<file path="src/pkg/rws_pkg.sv">
// Purpose: shared constants and types of the reset and wake status block
// Assumes: 8-bit status layout, 16-bit program counter image
// Notes: reset-cause flags use active-low meaning as seen by software; the two stack flags are active-high
`default_nettype none
package rws_pkg;
	// status flag vector layout
	localparam int RWS_FLAG_W = 8;
	localparam int RWS_FLG_CM = 7;
	localparam int RWS_FLG_RI = 6;
	localparam int RWS_FLG_TO = 5;
	localparam int RWS_FLG_PD = 4;
	localparam int RWS_FLG_POR = 3;
	localparam int RWS_FLG_BOR = 2;
	localparam int RWS_FLG_STACK_FULL_FLAG = 1;
	localparam int RWS_FLG_STACK_UNDERFLOW_FLAG = 0;
	// value after power-on reset
	localparam logic [7:0] RWS_FLAG_POR_VAL = 8'hF0;
	// masks for reset-type updates
	localparam logic [7:0] RWS_BOR_SET = 8'hF0;
	localparam logic [7:0] RWS_BOR_CLR = 8'h04;
	// program counter targets
	localparam int RWS_PC_W = 16;
	localparam logic [15:0] RWS_PC_RESET = 16'h0000;
	localparam logic [15:0] RWS_PC_VEC_HIGH = 16'h0008;
	localparam logic [15:0] RWS_PC_VEC_LOW = 16'h0018;
	localparam logic [15:0] RWS_PC_STEP = 16'h0002;
	// synchroniser reset level for idle-high pins
	localparam logic RWS_PIN_IDLE = 1'b1;

	typedef enum logic [1:0] {
		RWS_ST_ACTIVE = 2'b00,
		RWS_ST_IDLE = 2'b01,
		RWS_ST_SLEEP = 2'b10
	} rws_state_type;

	typedef enum logic [1:0] {
		RWS_PCS_RESET = 2'b00,
		RWS_PCS_NEXT = 2'b01,
		RWS_PCS_VEC_HIGH = 2'b10,
		RWS_PCS_VEC_LOW = 2'b11
	} rws_pcsel_type;
endpackage
`default_nettype wire

</file>
<file path="src/logic/rws_sync.sv">
// Purpose: three-stage pin synchroniser with agreement filter
// Assumes: input is asynchronous to sys_clk
// Notes: output changes only when stages two and three agree
`timescale 1ns/1ps
`default_nettype none
module rws_sync #(
	parameter logic RST_VAL = 1'b1
) (
	// clock and reset
	input wire logic sys_clk,
	input wire logic rst,
	// pin and filtered level
	input wire logic pin_in,
	output logic level
);
	typedef struct packed {
		logic s1;
		logic s2;
		logic s3;
		logic lvl;
	} rws_sync_state_type;

	rws_sync_state_type st_r;
	rws_sync_state_type st_nxt;

	always_comb begin
		st_nxt = st_r;
		st_nxt.s1 = pin_in;
		st_nxt.s2 = st_r.s1;
		st_nxt.s3 = st_r.s2;
		if (st_r.s2 == st_r.s3) begin
			st_nxt.lvl = st_r.s3;
		end
	end

	always_ff @(posedge sys_clk) begin
		if (rst) begin
			st_r <= {RST_VAL, RST_VAL, RST_VAL, RST_VAL};
		end else begin
			st_r <= st_nxt;
		end
	end

	assign level = st_r.lvl;
endmodule // rws_sync
`default_nettype wire

</file>
<file path="src/logic/rws_flag_bank.sv">
// Purpose: bank of status flags with hardware set and clear
// Assumes: set, clear and write come from sys_clk logic
// Notes: hardware set beats clear, both beat a software write
`timescale 1ns/1ps
`default_nettype none
module rws_flag_bank #(
	parameter int W = 8,
	parameter logic [W-1:0] RST_VAL = '0
) (
	// clock and reset
	input wire logic sys_clk,
	input wire logic rst,
	// hardware updates
	input wire logic [W-1:0] set_vec,
	input wire logic [W-1:0] clr_vec,
	// software write
	input wire logic wr_en,
	input wire logic [W-1:0] wr_data,
	// flag state
	output logic [W-1:0] flags
);
	typedef struct packed {
		logic [W-1:0] f;
	} rws_bank_state_type;

	rws_bank_state_type st_r;
	rws_bank_state_type st_nxt;

	always_comb begin
		st_nxt = st_r;
		if (wr_en) begin
			st_nxt.f = wr_data;
		end
		st_nxt.f = (st_nxt.f & ~clr_vec) | set_vec;
	end

	always_ff @(posedge sys_clk) begin
		if (rst) begin
			st_r.f <= RST_VAL;
		end else begin
			st_r <= st_nxt;
		end
	end

	assign flags = st_r.f;
endmodule // rws_flag_bank
`default_nettype wire

</file>
<file path="src/logic/rws_core.sv">
// Purpose: reset-cause, stack-fault and wake status with pc redirection
// Assumes: event inputs are one-cycle pulses on sys_clk; pins are asynchronous
// Notes: one event is served per cycle, highest priority first
`timescale 1ns/1ps
`default_nettype none
module rws_core
	import rws_pkg::*;
(
	// clock and power-on reset
	input wire logic sys_clk,
	input wire logic rst,
	// reset and fault events from the core
	input wire logic brownout_evt,
	input wire logic config_mismatch_evt,
	input wire logic reset_instr_evt,
	input wire logic stack_overflow_evt,
	input wire logic stack_underflow_evt,
	input wire logic watchdog_timeout_evt,
	input wire logic stack_fault_reset_enable,
	// power management
	input wire logic sleep_cmd,
	input wire logic idle_select,
	input wire logic managed_run,
	// interrupt wake
	input wire logic interrupt_wake_evt,
	input wire logic int_is_high_prio,
	input wire logic high_prio_int_global_enable,
	input wire logic low_prio_int_global_enable,
	input wire logic [rws_pkg::RWS_PC_W-1:0] pc_current,
	// external reset pin, active low
	input wire logic external_reset_pin_n,
	// capacitor discharge wake pin and controls
	input wire logic wake_cap_pin_in,
	output logic wake_cap_pin_out,
	output logic wake_cap_pin_oe,
	input wire logic discharge_wake_enable,
	input wire logic discharge_current_sink,
	input wire logic discharge_wake_flag_clr,
	output logic discharge_wake_flag,
	// software access to status flags
	input wire logic flag_wr_en,
	input wire logic [rws_pkg::RWS_FLAG_W-1:0] flag_wr_data,
	// status flags
	output logic config_mismatch_flag,
	output logic reset_instr_flag,
	output logic watchdog_timeout_flag,
	output logic powerdown_flag,
	output logic poweron_flag,
	output logic brownout_flag,
	output logic stack_full_flag,
	output logic stack_underflow_flag,
	// program counter redirection and status
	output logic pc_load,
	output logic [rws_pkg::RWS_PC_W-1:0] pc_value,
	output logic [1:0] pc_source,
	output logic device_reset,
	output logic wake_pulse,
	output logic [1:0] power_state
);
	import rws_pkg::*;

	typedef struct packed {
		rws_state_type state;
		logic xrst_prev;
		logic pc_load;
		logic [RWS_PC_W-1:0] pc_value;
		rws_pcsel_type pc_src;
		logic dev_rst;
		logic wake;
		logic dwf;
		logic sink_oe;
	} rws_core_state_type;

	rws_core_state_type st_r;
	rws_core_state_type st_nxt;

	logic xrst_level;
	logic cap_level;
	logic [RWS_FLAG_W-1:0] flags;
	logic [RWS_FLAG_W-1:0] set_vec;
	logic [RWS_FLAG_W-1:0] clr_vec;
	logic low_power;
	logic xrst_assert;
	logic cap_wake;
	logic [RWS_PC_W-1:0] pc_next_instr;

	rws_sync #(
		.RST_VAL(RWS_PIN_IDLE)
	) u_xrst_sync (
		.sys_clk(sys_clk),
		.rst(rst),
		.pin_in(external_reset_pin_n),
		.level(xrst_level)
	);

	rws_sync #(
		.RST_VAL(RWS_PIN_IDLE)
	) u_cap_sync (
		.sys_clk(sys_clk),
		.rst(rst),
		.pin_in(wake_cap_pin_in),
		.level(cap_level)
	);

	// reset-cause and stack-fault flags
	rws_flag_bank #(
		.W(RWS_FLAG_W),
		.RST_VAL(RWS_FLAG_POR_VAL)
	) u_flags (
		.sys_clk(sys_clk),
		.rst(rst),
		.set_vec(set_vec),
		.clr_vec(clr_vec),
		.wr_en(flag_wr_en),
		.wr_data(flag_wr_data),
		.flags(flags)
	);

	assign low_power = (st_r.state == RWS_ST_IDLE) || (st_r.state == RWS_ST_SLEEP);
	assign xrst_assert = st_r.xrst_prev && !xrst_level;
	assign pc_next_instr = pc_current + RWS_PC_STEP;
	// armed sleep and pin discharged below low threshold
	assign cap_wake = (st_r.state == RWS_ST_SLEEP) && discharge_wake_enable && !cap_level;

	always_comb begin
		st_nxt = st_r;
		set_vec = '0;
		clr_vec = '0;
		st_nxt.xrst_prev = xrst_level;
		st_nxt.pc_load = 1'b0;
		st_nxt.dev_rst = 1'b0;
		st_nxt.wake = 1'b0;
		st_nxt.sink_oe = discharge_wake_enable && discharge_current_sink;
		if (discharge_wake_flag_clr) begin
			st_nxt.dwf = 1'b0;
		end
		if (brownout_evt) begin
			set_vec = RWS_BOR_SET;
			clr_vec = RWS_BOR_CLR;
			st_nxt.dev_rst = 1'b1;
		end else if (config_mismatch_evt) begin
			clr_vec[RWS_FLG_CM] = 1'b1;
			st_nxt.dev_rst = 1'b1;
		end else if (xrst_assert) begin
			st_nxt.dev_rst = 1'b1;
			if (low_power) begin
				set_vec[RWS_FLG_TO] = 1'b1;
				clr_vec[RWS_FLG_PD] = 1'b1;
			end else if (managed_run) begin
				set_vec[RWS_FLG_TO] = 1'b1;
			end
			// full-power pin reset without managed_run leaves flags as they are
		end else if (watchdog_timeout_evt) begin
			clr_vec[RWS_FLG_TO] = 1'b1;
			if (low_power) begin
				clr_vec[RWS_FLG_PD] = 1'b1;
				st_nxt.wake = 1'b1;
			end else begin
				st_nxt.dev_rst = 1'b1;
			end
		end else if (stack_overflow_evt) begin
			set_vec[RWS_FLG_STACK_FULL_FLAG] = 1'b1;
			st_nxt.dev_rst = stack_fault_reset_enable;
		end else if (stack_underflow_evt) begin
			set_vec[RWS_FLG_STACK_UNDERFLOW_FLAG] = 1'b1;
			st_nxt.dev_rst = stack_fault_reset_enable;
		end else if (reset_instr_evt) begin
			clr_vec[RWS_FLG_RI] = 1'b1;
			st_nxt.dev_rst = 1'b1;
		end else if (low_power && (interrupt_wake_evt || cap_wake)) begin
			clr_vec[RWS_FLG_PD] = 1'b1;
			st_nxt.wake = 1'b1;
			if (cap_wake) begin
				st_nxt.dwf = 1'b1;
			end
		end
		// power state sequencing
		case (st_r.state)
			RWS_ST_ACTIVE: begin
				if (sleep_cmd && !st_nxt.dev_rst) begin
					st_nxt.state = idle_select ? RWS_ST_IDLE : RWS_ST_SLEEP;
				end
			end
			RWS_ST_IDLE, RWS_ST_SLEEP: begin
				if (st_nxt.wake || st_nxt.dev_rst) begin
					st_nxt.state = RWS_ST_ACTIVE;
				end
			end
			default: begin
				st_nxt.state = RWS_ST_ACTIVE;
			end
		endcase
		// program counter redirection
		if (st_nxt.dev_rst) begin
			st_nxt.pc_load = 1'b1;
			st_nxt.pc_value = RWS_PC_RESET;
			st_nxt.pc_src = RWS_PCS_RESET;
			st_nxt.state = RWS_ST_ACTIVE;
		end else if (st_nxt.wake) begin
			st_nxt.pc_load = 1'b1;
			st_nxt.pc_value = pc_next_instr;
			st_nxt.pc_src = RWS_PCS_NEXT;
			if (interrupt_wake_evt && !watchdog_timeout_evt
				&& (high_prio_int_global_enable || low_prio_int_global_enable)) begin
				if (int_is_high_prio) begin
					st_nxt.pc_value = RWS_PC_VEC_HIGH;
					st_nxt.pc_src = RWS_PCS_VEC_HIGH;
				end else begin
					st_nxt.pc_value = RWS_PC_VEC_LOW;
					st_nxt.pc_src = RWS_PCS_VEC_LOW;
				end
			end
		end
	end

	// every state field takes a value at power-on reset
	always_ff @(posedge sys_clk) begin
		if (rst) begin
			st_r.state <= RWS_ST_ACTIVE;
			st_r.xrst_prev <= RWS_PIN_IDLE;
			st_r.pc_load <= 1'b1;
			st_r.pc_value <= RWS_PC_RESET;
			st_r.pc_src <= RWS_PCS_RESET;
			st_r.dev_rst <= 1'b1;
			st_r.wake <= 1'b0;
			st_r.dwf <= 1'b0;
			st_r.sink_oe <= 1'b0;
		end else begin
			st_r <= st_nxt;
		end
	end

	assign config_mismatch_flag = flags[RWS_FLG_CM];
	assign reset_instr_flag = flags[RWS_FLG_RI];
	assign watchdog_timeout_flag = flags[RWS_FLG_TO];
	assign powerdown_flag = flags[RWS_FLG_PD];
	assign poweron_flag = flags[RWS_FLG_POR];
	assign brownout_flag = flags[RWS_FLG_BOR];
	assign stack_full_flag = flags[RWS_FLG_STACK_FULL_FLAG];
	assign stack_underflow_flag = flags[RWS_FLG_STACK_UNDERFLOW_FLAG];
	assign discharge_wake_flag = st_r.dwf;
	// sink pulls the pin low only while discharge is enabled
	assign wake_cap_pin_out = 1'b0;
	assign wake_cap_pin_oe = st_r.sink_oe;
	assign pc_load = st_r.pc_load;
	assign pc_value = st_r.pc_value;
	assign pc_source = st_r.pc_src;
	assign device_reset = st_r.dev_rst;
	assign wake_pulse = st_r.wake;
	assign power_state = st_r.state;
endmodule // rws_core
`default_nettype wire

</file>
<file path="config.mk">
export PLATFORM = sky130hd
export DESIGN_NAME = rws_core
export DESIGN_NICKNAME = d
export VERILOG_FILES = /design/src/pkg/rws_pkg.sv /design/src/logic/rws_sync.sv /design/src/logic/rws_flag_bank.sv /design/src/logic/rws_core.sv
export SDC_FILE = /design/constraint.sdc
export NUM_CORES = 1
export LEC_CHECK = 0
export ABC_AREA = 1
export BUFFER_PORTS_ARGS = -buffer_cell sky130_fd_sc_hd__buf_2
export CAP_MARGIN = 20
export CORE_MARGIN = 3
export CORE_UTILIZATION = 51
export CTS_BUF_LIST = sky130_fd_sc_hd__clkbuf_4 sky130_fd_sc_hd__clkbuf_8
export DETAILED_ROUTE_END_ITERATION = 6
export GPL_ROUTABILITY_DRIVEN = 0
export PLACE_DENSITY = 0.84
export SYNTH_ARGS = -nofsm -noshare
export SYNTH_HDL_FRONTEND = slang
export SYNTH_SLANG_ARGS = --single-unit
</file>
<file path="constraint.sdc">
create_clock -name sys_clk -period 1.75 [get_ports sys_clk]
set_input_delay 0.175 -clock sys_clk [delete_from_list [all_inputs] [get_ports sys_clk]]
set_output_delay 0.175 -clock sys_clk [all_outputs]
set_load 0.01 [all_outputs]
</file>
==> results of run 1 <==
-- worst max-delay path, cell delays in order (launching register included) --
cell and delay, ns:
dfxtp_2 0.33, inv_1 0.07, ha_4 0.28, nand2_1 0.06, nor2_1 0.09, nand2_1 0.07
nand2_2 0.07, nand3_4 0.14, nor2_4 0.26, nand3_2 0.11, a21oi_2 0.11
-- Yosys cell counts (2+ instances only) --
cell type | instances | area [um^2]
nand2_1 | 74 | 278
dfxtp_1 | 42 | 841
inv_1 | 36 | 135
nor2_1 | 32 | 120
buf_4 | 21 | 158
nand3_1 | 18 | 90.1
a21oi_1 | 15 | 75.1
o21ai_0 | 11 | 55.1
nand4_1 | 6 | 37.5
nor3_1 | 6 | 30.0
or2_2 | 6 | 37.5
a21oi_2 | 5 | 43.8
nand3_2 | 4 | 40.0
buf_2 | 3 | 15.0
ha_1 | 3 | 37.5
clkbuf_1 | 2 | 7.51
nand2_2 | 2 | 12.5
nor4_1 | 2 | 12.5
o211ai_1 | 2 | 15.0
o21ai_1 | 2 | 10.0
-- kinds of logic (layout without fill, tap and decap cells) --
| logic type | after synthesis | count (layout) | synth area share, % |
|---|---|---|---|
| simple gates | 154 | 155 | 32.5 |
| buf+inv | 63 | 130 | 15.0 |
| flops | 42 | 42 | 38.2 |
| compound gates | 41 | 41 | 11.2 |
| fa+ha+maj | 3 | 3 | 1.71 |
| xor+xnor | 2 | 2 | 0.796 |
| other cells | 1 | 1 | 0.170 |
| mux | 1 | 1 | 0.455 |
-- metal layers --
metal	share of wire [%]	track usage, %	wire length [um]	vias up
li1	-	-	-	1098
met1	43	25.5	2330	988
met2	47	36.6	2540	87
met3	7.6	5.89	413	19
met4	3.0	8.77	163	0
met5	0	0	0	-
-- where the power goes --
| group | internal [W] | leakage, nW | switching, W |
|---|---|---|---|
| registers | 0.000974 | 0.343 | 0.00000842 |
| logic | 0.0000937 | 0.891 | 0.000141 |
| clock network | 0.000458 | 0.0593 | 0.000332 |
-- timing repair --
action | 4_1_cts | 5_1_grt
endpoints found under the setup margin | 1 | 19
cloned | 0 | 1
gates resized for setup | 1 | 3
buffers inserted | 0 | 2
hold buffers | 0 | 0
pin swaps | 0 | 5
-- layout by cell type, fill, tap and decap left out, types with 6 or more instances in the layout --
cell type / n
buf_2: 78
nand2_1: 74
dfxtp_1: 40
inv_1: 35
nor2_1: 32
nand3_1: 18
a21oi_1: 15
o21ai_0: 11
buf_4: 8
nand4_1: 6
or2_2: 6
nor3_1: 6
-- state kept, by name (all words and copies together), names as in the netlist, 2 cells and up --
register	cells
pc_source	2
u_xrst_sync.st_nxt	2
pc_value	16
power_state	2
u_flags.flags	8
u_cap_sync.st_nxt	2
-- through the flow --
step           setup slack [ns]  cell area, um^2  hold WS [ns]  utilization, %  TNS, ns
2_1_floorplan             0.158             2200         0.279               -        0
3_3_place_gp              0.110             2500         0.358            61.3        0
3_5_place_dp             0.0223             2500         0.359            61.3        0
4_1_cts                 0.00513             2620        0.0531            64.1        0
5_1_grt                 -0.0114             2660        0.0602            65.1  -0.0233
6_report                 0.0830             2660        0.0593            65.1        0
-- area by class of cell --
cell class	count	share of cell area [%]
Multi-Input combinational cell	203	39.6
Sequential cell	42	31.7
Timing Repair Buffer	86	16.9
Inverter	36	5.08
Clock buffer	7	3.15
Tap cell	50	2.35
Clock inverter	1	1.13
-- worst min-delay path by stage --
stage	end	from	depth (start not counted)	slack, ns
after floorplan	u_cap_sync.st_nxt[2]$_SDFF_PP1_	wake_cap_pin_in	1	0.28
final	u_xrst_sync.st_nxt[2]$_SDFF_PP1_	external_reset_pin_n	2	0.06
after global routing	u_xrst_sync.st_nxt[2]$_SDFF_PP1_	external_reset_pin_n	2	0.06
after CTS	u_xrst_sync.st_nxt[2]$_SDFF_PP1_	external_reset_pin_n	2	0.05
after detailed placement	u_xrst_sync.st_nxt[2]$_SDFF_PP1_	external_reset_pin_n	2	0.36
after global placement	u_xrst_sync.st_nxt[2]$_SDFF_PP1_	external_reset_pin_n	2	0.36
==> flow_summary_export.csv, run 1 <==
group,metric,value,unit
sta,hold_viol,0,
global_routing,track_usage,21.5,%
global_routing,antenna_found_initial,0,
sta,fin_crit_sh,95.3,%
logic_synthesis,synth_cells,307,
clocking,cts_root_buf,"clkbuf_8",
die,die_area,0.00514,mm^2
logic_synthesis,synth_edf_count,0,
pwr,power.total,0.00201,W
drt,firstDrtPassIters,4,
drt,wirelength,5450,um
drt,dr.first_iter.drc_count,133,
global_routing,grt_pass1_wl,8830,um
finish,regArea,843,um^2
worst_setup_path,critPathCapture,"pc_value[15]$_SDFFE_PP0P_",
clocking,cts_tree,"done",
die,die_h,71.7,um
sta,finalSetupViolCount,0,
worst_setup_path,critPathLaunchType,"register",
logic_synthesis,syn_avg_cell_area,7.17,um^2
worst_setup_path,cp.arrival,1.89,ns
worst_setup_path,reg2reg_depth,10,
worst_setup_path,crit_start,"power_state[1]$_SDFFE_PP0P_",
drt,viasPerCell,5.16,
die,core,0.00409,mm^2
logic_synthesis,synth_cell_types,35,
clocking,clock_latency,0.30,ns
worst_setup_path,worstPathMaxFanout,8,
logic_synthesis,synth-main-ff-cell,"dfxtp_1",
worst_hold_path,hold_class,"primary input to register",
die,row_count,23,
finish,fillers,364,
worst_setup_path,ff2ff_setup_slack,0.08,ns
sta,finalMaxSlewViolations,0,
logic_synthesis,ys_seq_elements,42,
run_status,status,"finished clean",
finish,antennaDiodeCount,0,
clocking,htreeDepth,2,
pwr,ir_worst_vdd,436,uV
die,ioPinCount,80,
clocking,cts_max_path_buffers,2,
finish,drive_gt1_share,32.3,%
pwr,power.leakage,1.29,nW
worst_setup_path,reg2reg_from,"power_state[1]$_SDFFE_PP0P_",
logic_synthesis,yosysWarnings,0,
sta,finalClockSkew,0.00970,ns
clocking,path_clk_slew,0.08,ns
sta,max_freq,0.600,GHz
finish,syn_to_final_growth,20.8,%
clocking,numCtsBuffers,5,
clocking,clock-sinks,42,
logic_synthesis,syn-num-nets,356,
die,die_width,71.7,um
logic_synthesis,ys_async_sr_fraction,0,%
drt,antenna_left,0,
placement,dpl.hpwl,4100,um
drt,wire_per_inst,12.8,um
finish,nets,423,
global_routing,grt_max_degree,17,
logic_synthesis,synth-seq-area-share,38.2,%
placement,port_buffers,78,
worst_setup_path,cp-end-kind,"register",
finish,stdcell_count,425,
logic_synthesis,syn-cell-area,0.00220,mm^2
global_routing,overflow,0,
die,start_util,53.9,%
worst_setup_path,worstPathRequired,1.98,ns
placement,place_inst,414,
worst_setup_path,rr_endpoint,"pc_value[15]$_SDFFE_PP0P_",
worst_setup_path,worstSetupPathType,"register to register",
finish,multiInputGateArea,0.00105,mm^2
drt,drt_drc_violations_left,0,
drt,vias,2192,
sta,layout_min_cycle_time,1.67,ns
pwr,pwr_density_cell,755,mW/mm^2
flow_run,drv_cap,0,
global_routing,grt_pass1_vias,2032,
No activity file was read; power rests on OpenSTA's default activity.
==> inputs of run 2 (changes only) <==
--- a/config.mk
+++ b/config.mk
@@ -8,12 +8,14 @@
 export ABC_AREA = 1
 export BUFFER_PORTS_ARGS = -buffer_cell sky130_fd_sc_hd__buf_2
 export CAP_MARGIN = 20
+export CELL_PAD_IN_SITES_DETAIL_PLACEMENT = 1
+export CELL_PAD_IN_SITES_GLOBAL_PLACEMENT = 2
 export CORE_MARGIN = 3
-export CORE_UTILIZATION = 51
+export CORE_UTILIZATION = 24
 export CTS_BUF_LIST = sky130_fd_sc_hd__clkbuf_4 sky130_fd_sc_hd__clkbuf_8
 export DETAILED_ROUTE_END_ITERATION = 6
 export GPL_ROUTABILITY_DRIVEN = 0
-export PLACE_DENSITY = 0.84
+export PLACE_DENSITY = 0.79
 export SYNTH_ARGS = -nofsm -noshare
 export SYNTH_HDL_FRONTEND = slang
 export SYNTH_SLANG_ARGS = --single-unit
==> constraint.sdc (replaced) <==
create_clock -name sys_clk -period 1.5 [get_ports sys_clk]
set_input_delay 0.15 -clock sys_clk [delete_from_list [all_inputs] [get_ports sys_clk]]
set_output_delay 0.15 -clock sys_clk [all_outputs]
set_load 0.01 [all_outputs]
==> flow_summary_export.csv, run 2 (synthesized netlist as in run 1, its figures left out) <==
group,metric,value,unit
global_routing,overflow,0,
finish,antennaDiodeCount,0,
sta,rsz0062_at_grt,"yes",
clocking,htreeDepth,2,
pwr,pwr_density_cell,816,mW/mm^2
sta,layout_min_cycle_time,1.69,ns
worst_hold_path,hold_class,"primary input to register",
finish,nets,440,
die,die_area,0.0104,mm^2
worst_setup_path,worstPathRequired,1.74,ns
pwr,p_switching,0.000609,W
clocking,numCtsBuffers,5,
drt,wirelength,6660,um
worst_hold_path,min_from,"external_reset_pin_n",
finish,regArea,843,um^2
worst_setup_path,ff2ff_setup_slack,-0.19,ns
drt,wire_per_inst,13.3,um
global_routing,grt_pass1_wl,10700,um
pwr,power.leakage,1.46,nW
die,ioPinCount,80,
clocking,clock_latency,0.30,ns
pwr,power.internal,0.00194,W
run_status,status,"finished with violations",
global_routing,track_usage,13.0,%
placement,dpl.hpwl,5020,um
clocking,cts_max_path_buffers,2,
pwr,swShare,23.9,%
drt,antenna_left,0,
pwr,p_clk_share,42.3,%
sta,finalClockSkew,0.0120,ns
drt,drt_drc_violations_left,0,
clocking,cts_hold_buffers,0,
clocking,cts_tree,"done",
finish,final_cell_mix,"78 x buf_2, 65 x nand2_1, 40 x dfxtp_1",
clocking,path_clk_slew,0.08,ns
finish,drive_gt1_share,44.4,%
pwr,power.total,0.00255,W
placement,port_buffers,78,
sta,hold_viol,0,
sta,fin_crit_sh,112,%
drt,dr.first_iter.drc_count,28,
placement,place_area,0.00267,mm^2
worst_setup_path,worstSetupPathType,"register to register",
finish,postLayoutCellArea,0.00312,mm^2
drt,vias,2213,
global_routing,grt_max_degree,19,
pwr,seqPwrFrac,45.0,%
clocking,clock-sinks,42,
worst_setup_path,cp-end-kind,"register",
worst_setup_path,worstPathMaxFanout,8,
sta,layout_setup_ws,-0.186,ns
die,start_util,25.0,%
run_status,violations,"setup timing",
finish,multiInputGateArea,0.00122,mm^2
drt,firstDrtPassIters,4,
die,die_h,102,um
global_routing,antenna_found_initial,0,
worst_setup_path,critPathLaunchType,"register",
flow_run,drv_cap,0,
sta,max_freq,0.593,GHz
pwr,power.combinational.fraction,12.7,%
sta,finalSetupViolCount,23,
die,die_width,102,um
die,core,0.00881,mm^2
finish,regMostFlops,"pc_value",
clocking,cts_root_buf,"clkbuf_8",
sta,finalMaxSlewViolations,0,
finish,largest_reg_flops,16,
finish,syn_to_final_growth,41.8,%
global_routing,grt_pass1_vias,2256,
worst_setup_path,reg2reg_from,"power_state[1]$_SDFFE_PP0P_",
worst_setup_path,crit_start,"power_state[1]$_SDFFE_PP0P_",
finish,layout_commonest_cell,"buf_2",
finish,fillers,1078,
worst_setup_path,cp.arrival,1.92,ns
pwr,ir_worst_vdd,388,uV
die,row_count,34,
drt,viasPerCell,4.43,
==> run 2: changes by cell type in the layout (fill, tap and decap cells not counted), moves of 4 or more <==
| cell | before | now |
|---|---|---|
| buf_4 | 8 | 17 |
| nand3_1 | 18 | 10 |
| a21oi_2 | 5 | 15 |
| nand2_2 | 2 | 6 |
| nand2_4 | 0 | 5 |
| nand2_1 | 74 | 65 |
| a21oi_1 | 15 | 5 |
| nand3_2 | 4 | 12 |
==> run 2: metrics by stage <==
stage | setup TNS [ns] | hold WS, ns | instances | setup WS, ns | util, %
6_report | -2.91 | 0.0336 | 500 | -0.186 | 35.5
2_1_floorplan | -0.0319 | 0.254 | 307 | -0.00837 | -
3_5_place_dp | -2.62 | 0.345 | 480 | -0.164 | 30.3
4_1_cts | -2.22 | 0.0248 | 494 | -0.132 | 33.0
5_1_grt | -4.96 | 0.0322 | 500 | -0.284 | 35.5
3_3_place_gp | -1.43 | 0.334 | 480 | -0.0971 | 30.3
==> run 2: timing repair <==
action,CTS,global route
endpoints found under the setup margin,21,24
gates resized for setup,10,38
pin swaps,4,16
cloned,1,1
hold endpoints to repair,0,0
buffers inserted,5,7
==> run 2: path summary, 6_finish.rpt <==
path                                                          to  depth (start not counted)
worst min-delay path            u_xrst_sync.st_nxt[2]$_SDFF_PP1_                          2
worst max register to register          pc_value[7]$_SDFFE_PP0P_                         10
worst max-delay path                    pc_value[7]$_SDFFE_PP0P_                         10
worst min register to register  u_xrst_sync.st_nxt[1]$_SDFF_PP1_                          1
==> run 2: cell type report <==
type / count / share of cell area [%]
multi-input cells: 203 / 39.0
flip-flops and latches: 42 / 27.0
repair buffers: 103 / 20.9
inverters: 36 / 4.41
well taps: 108 / 4.33
clock buffers: 5 / 2.20
clock inverters: 3 / 2.20
==> run 2: per-layer routing <==
| layer | vias up | track usage, % | wire length [um] |
|---|---|---|---|
| li1 | 1136 | - | - |
| met5 | - | 0 | 0 |
| met3 | 4 | 3.31 | 418 |
| met4 | 0 | 3.68 | 48 |
| met2 | 60 | 21.3 | 3170 |
| met1 | 1013 | 17.0 | 3030 |
==> run 2: worst max-delay path, cell delays in order, from the launching register on <==
cell     delay [ns]
dfxtp_2        0.36
inv_2          0.05
ha_4           0.28
nand2_4        0.05
nor2_2         0.07
nand2_1        0.07
nand2_2        0.07
nand3_4        0.16
nor2_8         0.27
nand3_2        0.11
a21oi_2        0.13
==> run 2: power by group through the flow <==
stage | clock network [W] | registers [W] | logic (W)
floorplan | 0 | 0.00118 | 0.000139
global placement | 0 | 0.00117 | 0.000281
detailed placement | 0 | 0.00117 | 0.000285
CTS | 0.00112 | 0.00115 | 0.000298
global route | 0.00116 | 0.00115 | 0.000363
finish | 0.00108 | 0.00115 | 0.000323
==> inputs of run 3 (changes only) <==
--- a/config.mk
+++ b/config.mk
@@ -15,6 +15,7 @@
 export CTS_BUF_LIST = sky130_fd_sc_hd__clkbuf_4 sky130_fd_sc_hd__clkbuf_8
 export DETAILED_ROUTE_END_ITERATION = 6
 export GPL_ROUTABILITY_DRIVEN = 0
+export GPL_TIMING_DRIVEN = 0
 export PLACE_DENSITY = 0.79
 export SYNTH_ARGS = -nofsm -noshare
 export SYNTH_HDL_FRONTEND = slang
==> flow_summary_export.csv, run 3 (synthesized netlist as in run 1, its figures left out) <==
group,metric,value,unit
clocking,cts_max_path_buffers,2,
sta,hold_ws,0.0365,ns
global_routing,grt_pass1_wl,10400,um
die,row_count,34,
sta,finalMaxSlewViolations,0,
die,die_area,0.0104,mm^2
finish,regMostFlops,"pc_value",
worst_setup_path,worstPathRequired,1.73,ns
pwr,swShare,23.2,%
finish,drive_gt1_share,41.5,%
pwr,p_clk_share,43.8,%
pwr,pwr_density_cell,831,mW/mm^2
sta,finalClockSkew,0.00485,ns
clocking,cts_tree,"done",
worst_setup_path,worstPathMaxFanout,5,
drt,viasPerCell,4.38,
clocking,cts_root_buf,"clkbuf_8",
worst_hold_path,hold_class,"primary input to register",
clocking,numCtsBuffers,5,
drt,drt_drc_violations_left,0,
clocking,clock-sinks,42,
global_routing,antenna_found_initial,0,
worst_setup_path,cp-end-kind,"register",
finish,utilization,35.0,%
finish,syn_to_final_growth,40.0,%
drt,vias,2235,
die,start_util,25.0,%
pwr,ir_worst_vdd,297,uV
clocking,clock_latency,0.29,ns
finish,final_cell_mix,"77 x buf_2, 68 x nand2_1, 40 x dfxtp_1",
drt,wire_per_inst,12.6,um
finish,layout_commonest_cell,"buf_2",
finish,nets,450,
placement,place_inst,492,
pwr,power.combinational.fraction,11.4,%
sta,finalSetupTns,-2.12,ns
drt,wirelength,6430,um
flow_run,drv_cap,0,
pwr,power.leakage,1.45,nW
global_routing,grt_pass1_vias,2262,
finish,antennaDiodeCount,0,
clocking,path_clk_slew,0.08,ns
global_routing,track_usage,12.6,%
placement,port_buffers,77,
die,die_h,102,um
global_routing,overflow,0,
clocking,cts_hold_buffers,0,
finish,largest_reg_flops,16,
die,core,0.00881,mm^2
sta,max_freq,0.603,GHz
drt,antenna_left,0,
pwr,p_switching,0.000594,W
worst_setup_path,critPathLaunchType,"register",
finish,fillers,1124,
die,ioPinCount,80,
run_status,status,"finished with violations",
clocking,htreeDepth,2,
drt,dr.first_iter.drc_count,30,
sta,fin_crit_sh,110,%
pwr,power.internal,0.00197,W
sta,rsz0062_at_grt,"yes",
finish,stdcell_count,510,
worst_setup_path,cp.arrival,1.88,ns
sta,layout_setup_ws,-0.157,ns
pwr,seqPwrFrac,44.7,%
placement,dpl.hpwl,5040,um
sta,hold_viol,0,
global_routing,grt_max_degree,14,
run_status,violations,"setup timing",
sta,finalSetupViolCount,21,
die,die_width,102,um
worst_setup_path,worstSetupPathType,"register to register",
drt,firstDrtPassIters,4,
sta,layout_min_cycle_time,1.66,ns
pwr,power.total,0.00256,W
## run 3: path summary, 6_finish.rpt
| check | startpoint | endpoint | slack, ns | cells past startpoint |
|---|---|---|---|---|
| max reg2reg | power_state[1]$_SDFFE_PP0P_ | pc_value[5]$_SDFFE_PP0P_ | -0.16 | 11 |
| min reg2reg | u_xrst_sync.st_nxt[2]$_SDFF_PP1_ | u_xrst_sync.st_nxt[1]$_SDFF_PP1_ | 0.41 | 1 |
| min | external_reset_pin_n | u_xrst_sync.st_nxt[2]$_SDFF_PP1_ | 0.04 | 2 |
| max | power_state[1]$_SDFFE_PP0P_ | pc_value[5]$_SDFFE_PP0P_ | -0.16 | 11 |
## run 3: area by class of cell
type,count,area (um^2),share of cell area [%]
plain buffers,27,203,6.58
clock buffers,6,82.6,2.68
clock inverters,2,60.1,1.95
inverters,36,135,4.38
multi-input cells,202,1130,36.7
flip-flops and latches,42,843,27.4
well taps,108,135,4.38
repair buffers,87,490,15.9
## run 3: timing repair
| action | 4_1_cts | 5_1_grt |
|---|---|---|
| setup endpoints to repair | 24 | 24 |
| endpoints found under the hold margin | 0 | 0 |
| cloned | 1 | 0 |
| gates resized for setup | 14 | 13 |
| setup buffers | 7 | 2 |
| pin swaps | 3 | 2 |
## run 3: per-stage QoR
stage               worst slack, ns  cell area (um^2)
finish                       -0.157              3080
detailed placement           -0.294              2740
global route                 -0.264              3080
global placement             -0.246              2740
floorplan                  -0.00837              2220
CTS                          -0.150              3030
## run 3: metal layers
| layer | GRT usage [%] | wire length [um] |
|---|---|---|
| met2 | 21.4 | 2980 |
| met1 | 16.2 | 3000 |
| met5 | 0 | 0 |
| met3 | 3.03 | 397 |
| met4 | 3.07 | 51 |
## run 3: power groups by stage
stage	Sequential, W	Clock [W]	Combinational (W)
2_1_floorplan	0.00118	0	0.000139
3_3_place_gp	0.00117	0	0.000273
3_5_place_dp	0.00117	0	0.000275
4_1_cts	0.00115	0.00116	0.000293
5_1_grt	0.00115	0.00120	0.000333
6_report	0.00115	0.00112	0.000293
## run 3: worst max-delay path, cell delays in order (launching register included)
cell     delay, ns
dfxtp_2       0.36
inv_2         0.05
ha_4          0.27
nand2_2       0.06
nor2_1        0.08
nand2_1       0.07
nand2_2       0.08
nand3_4       0.11
nor2_8        0.16
buf_8         0.15
nand3_4       0.06
a21oi_2       0.15
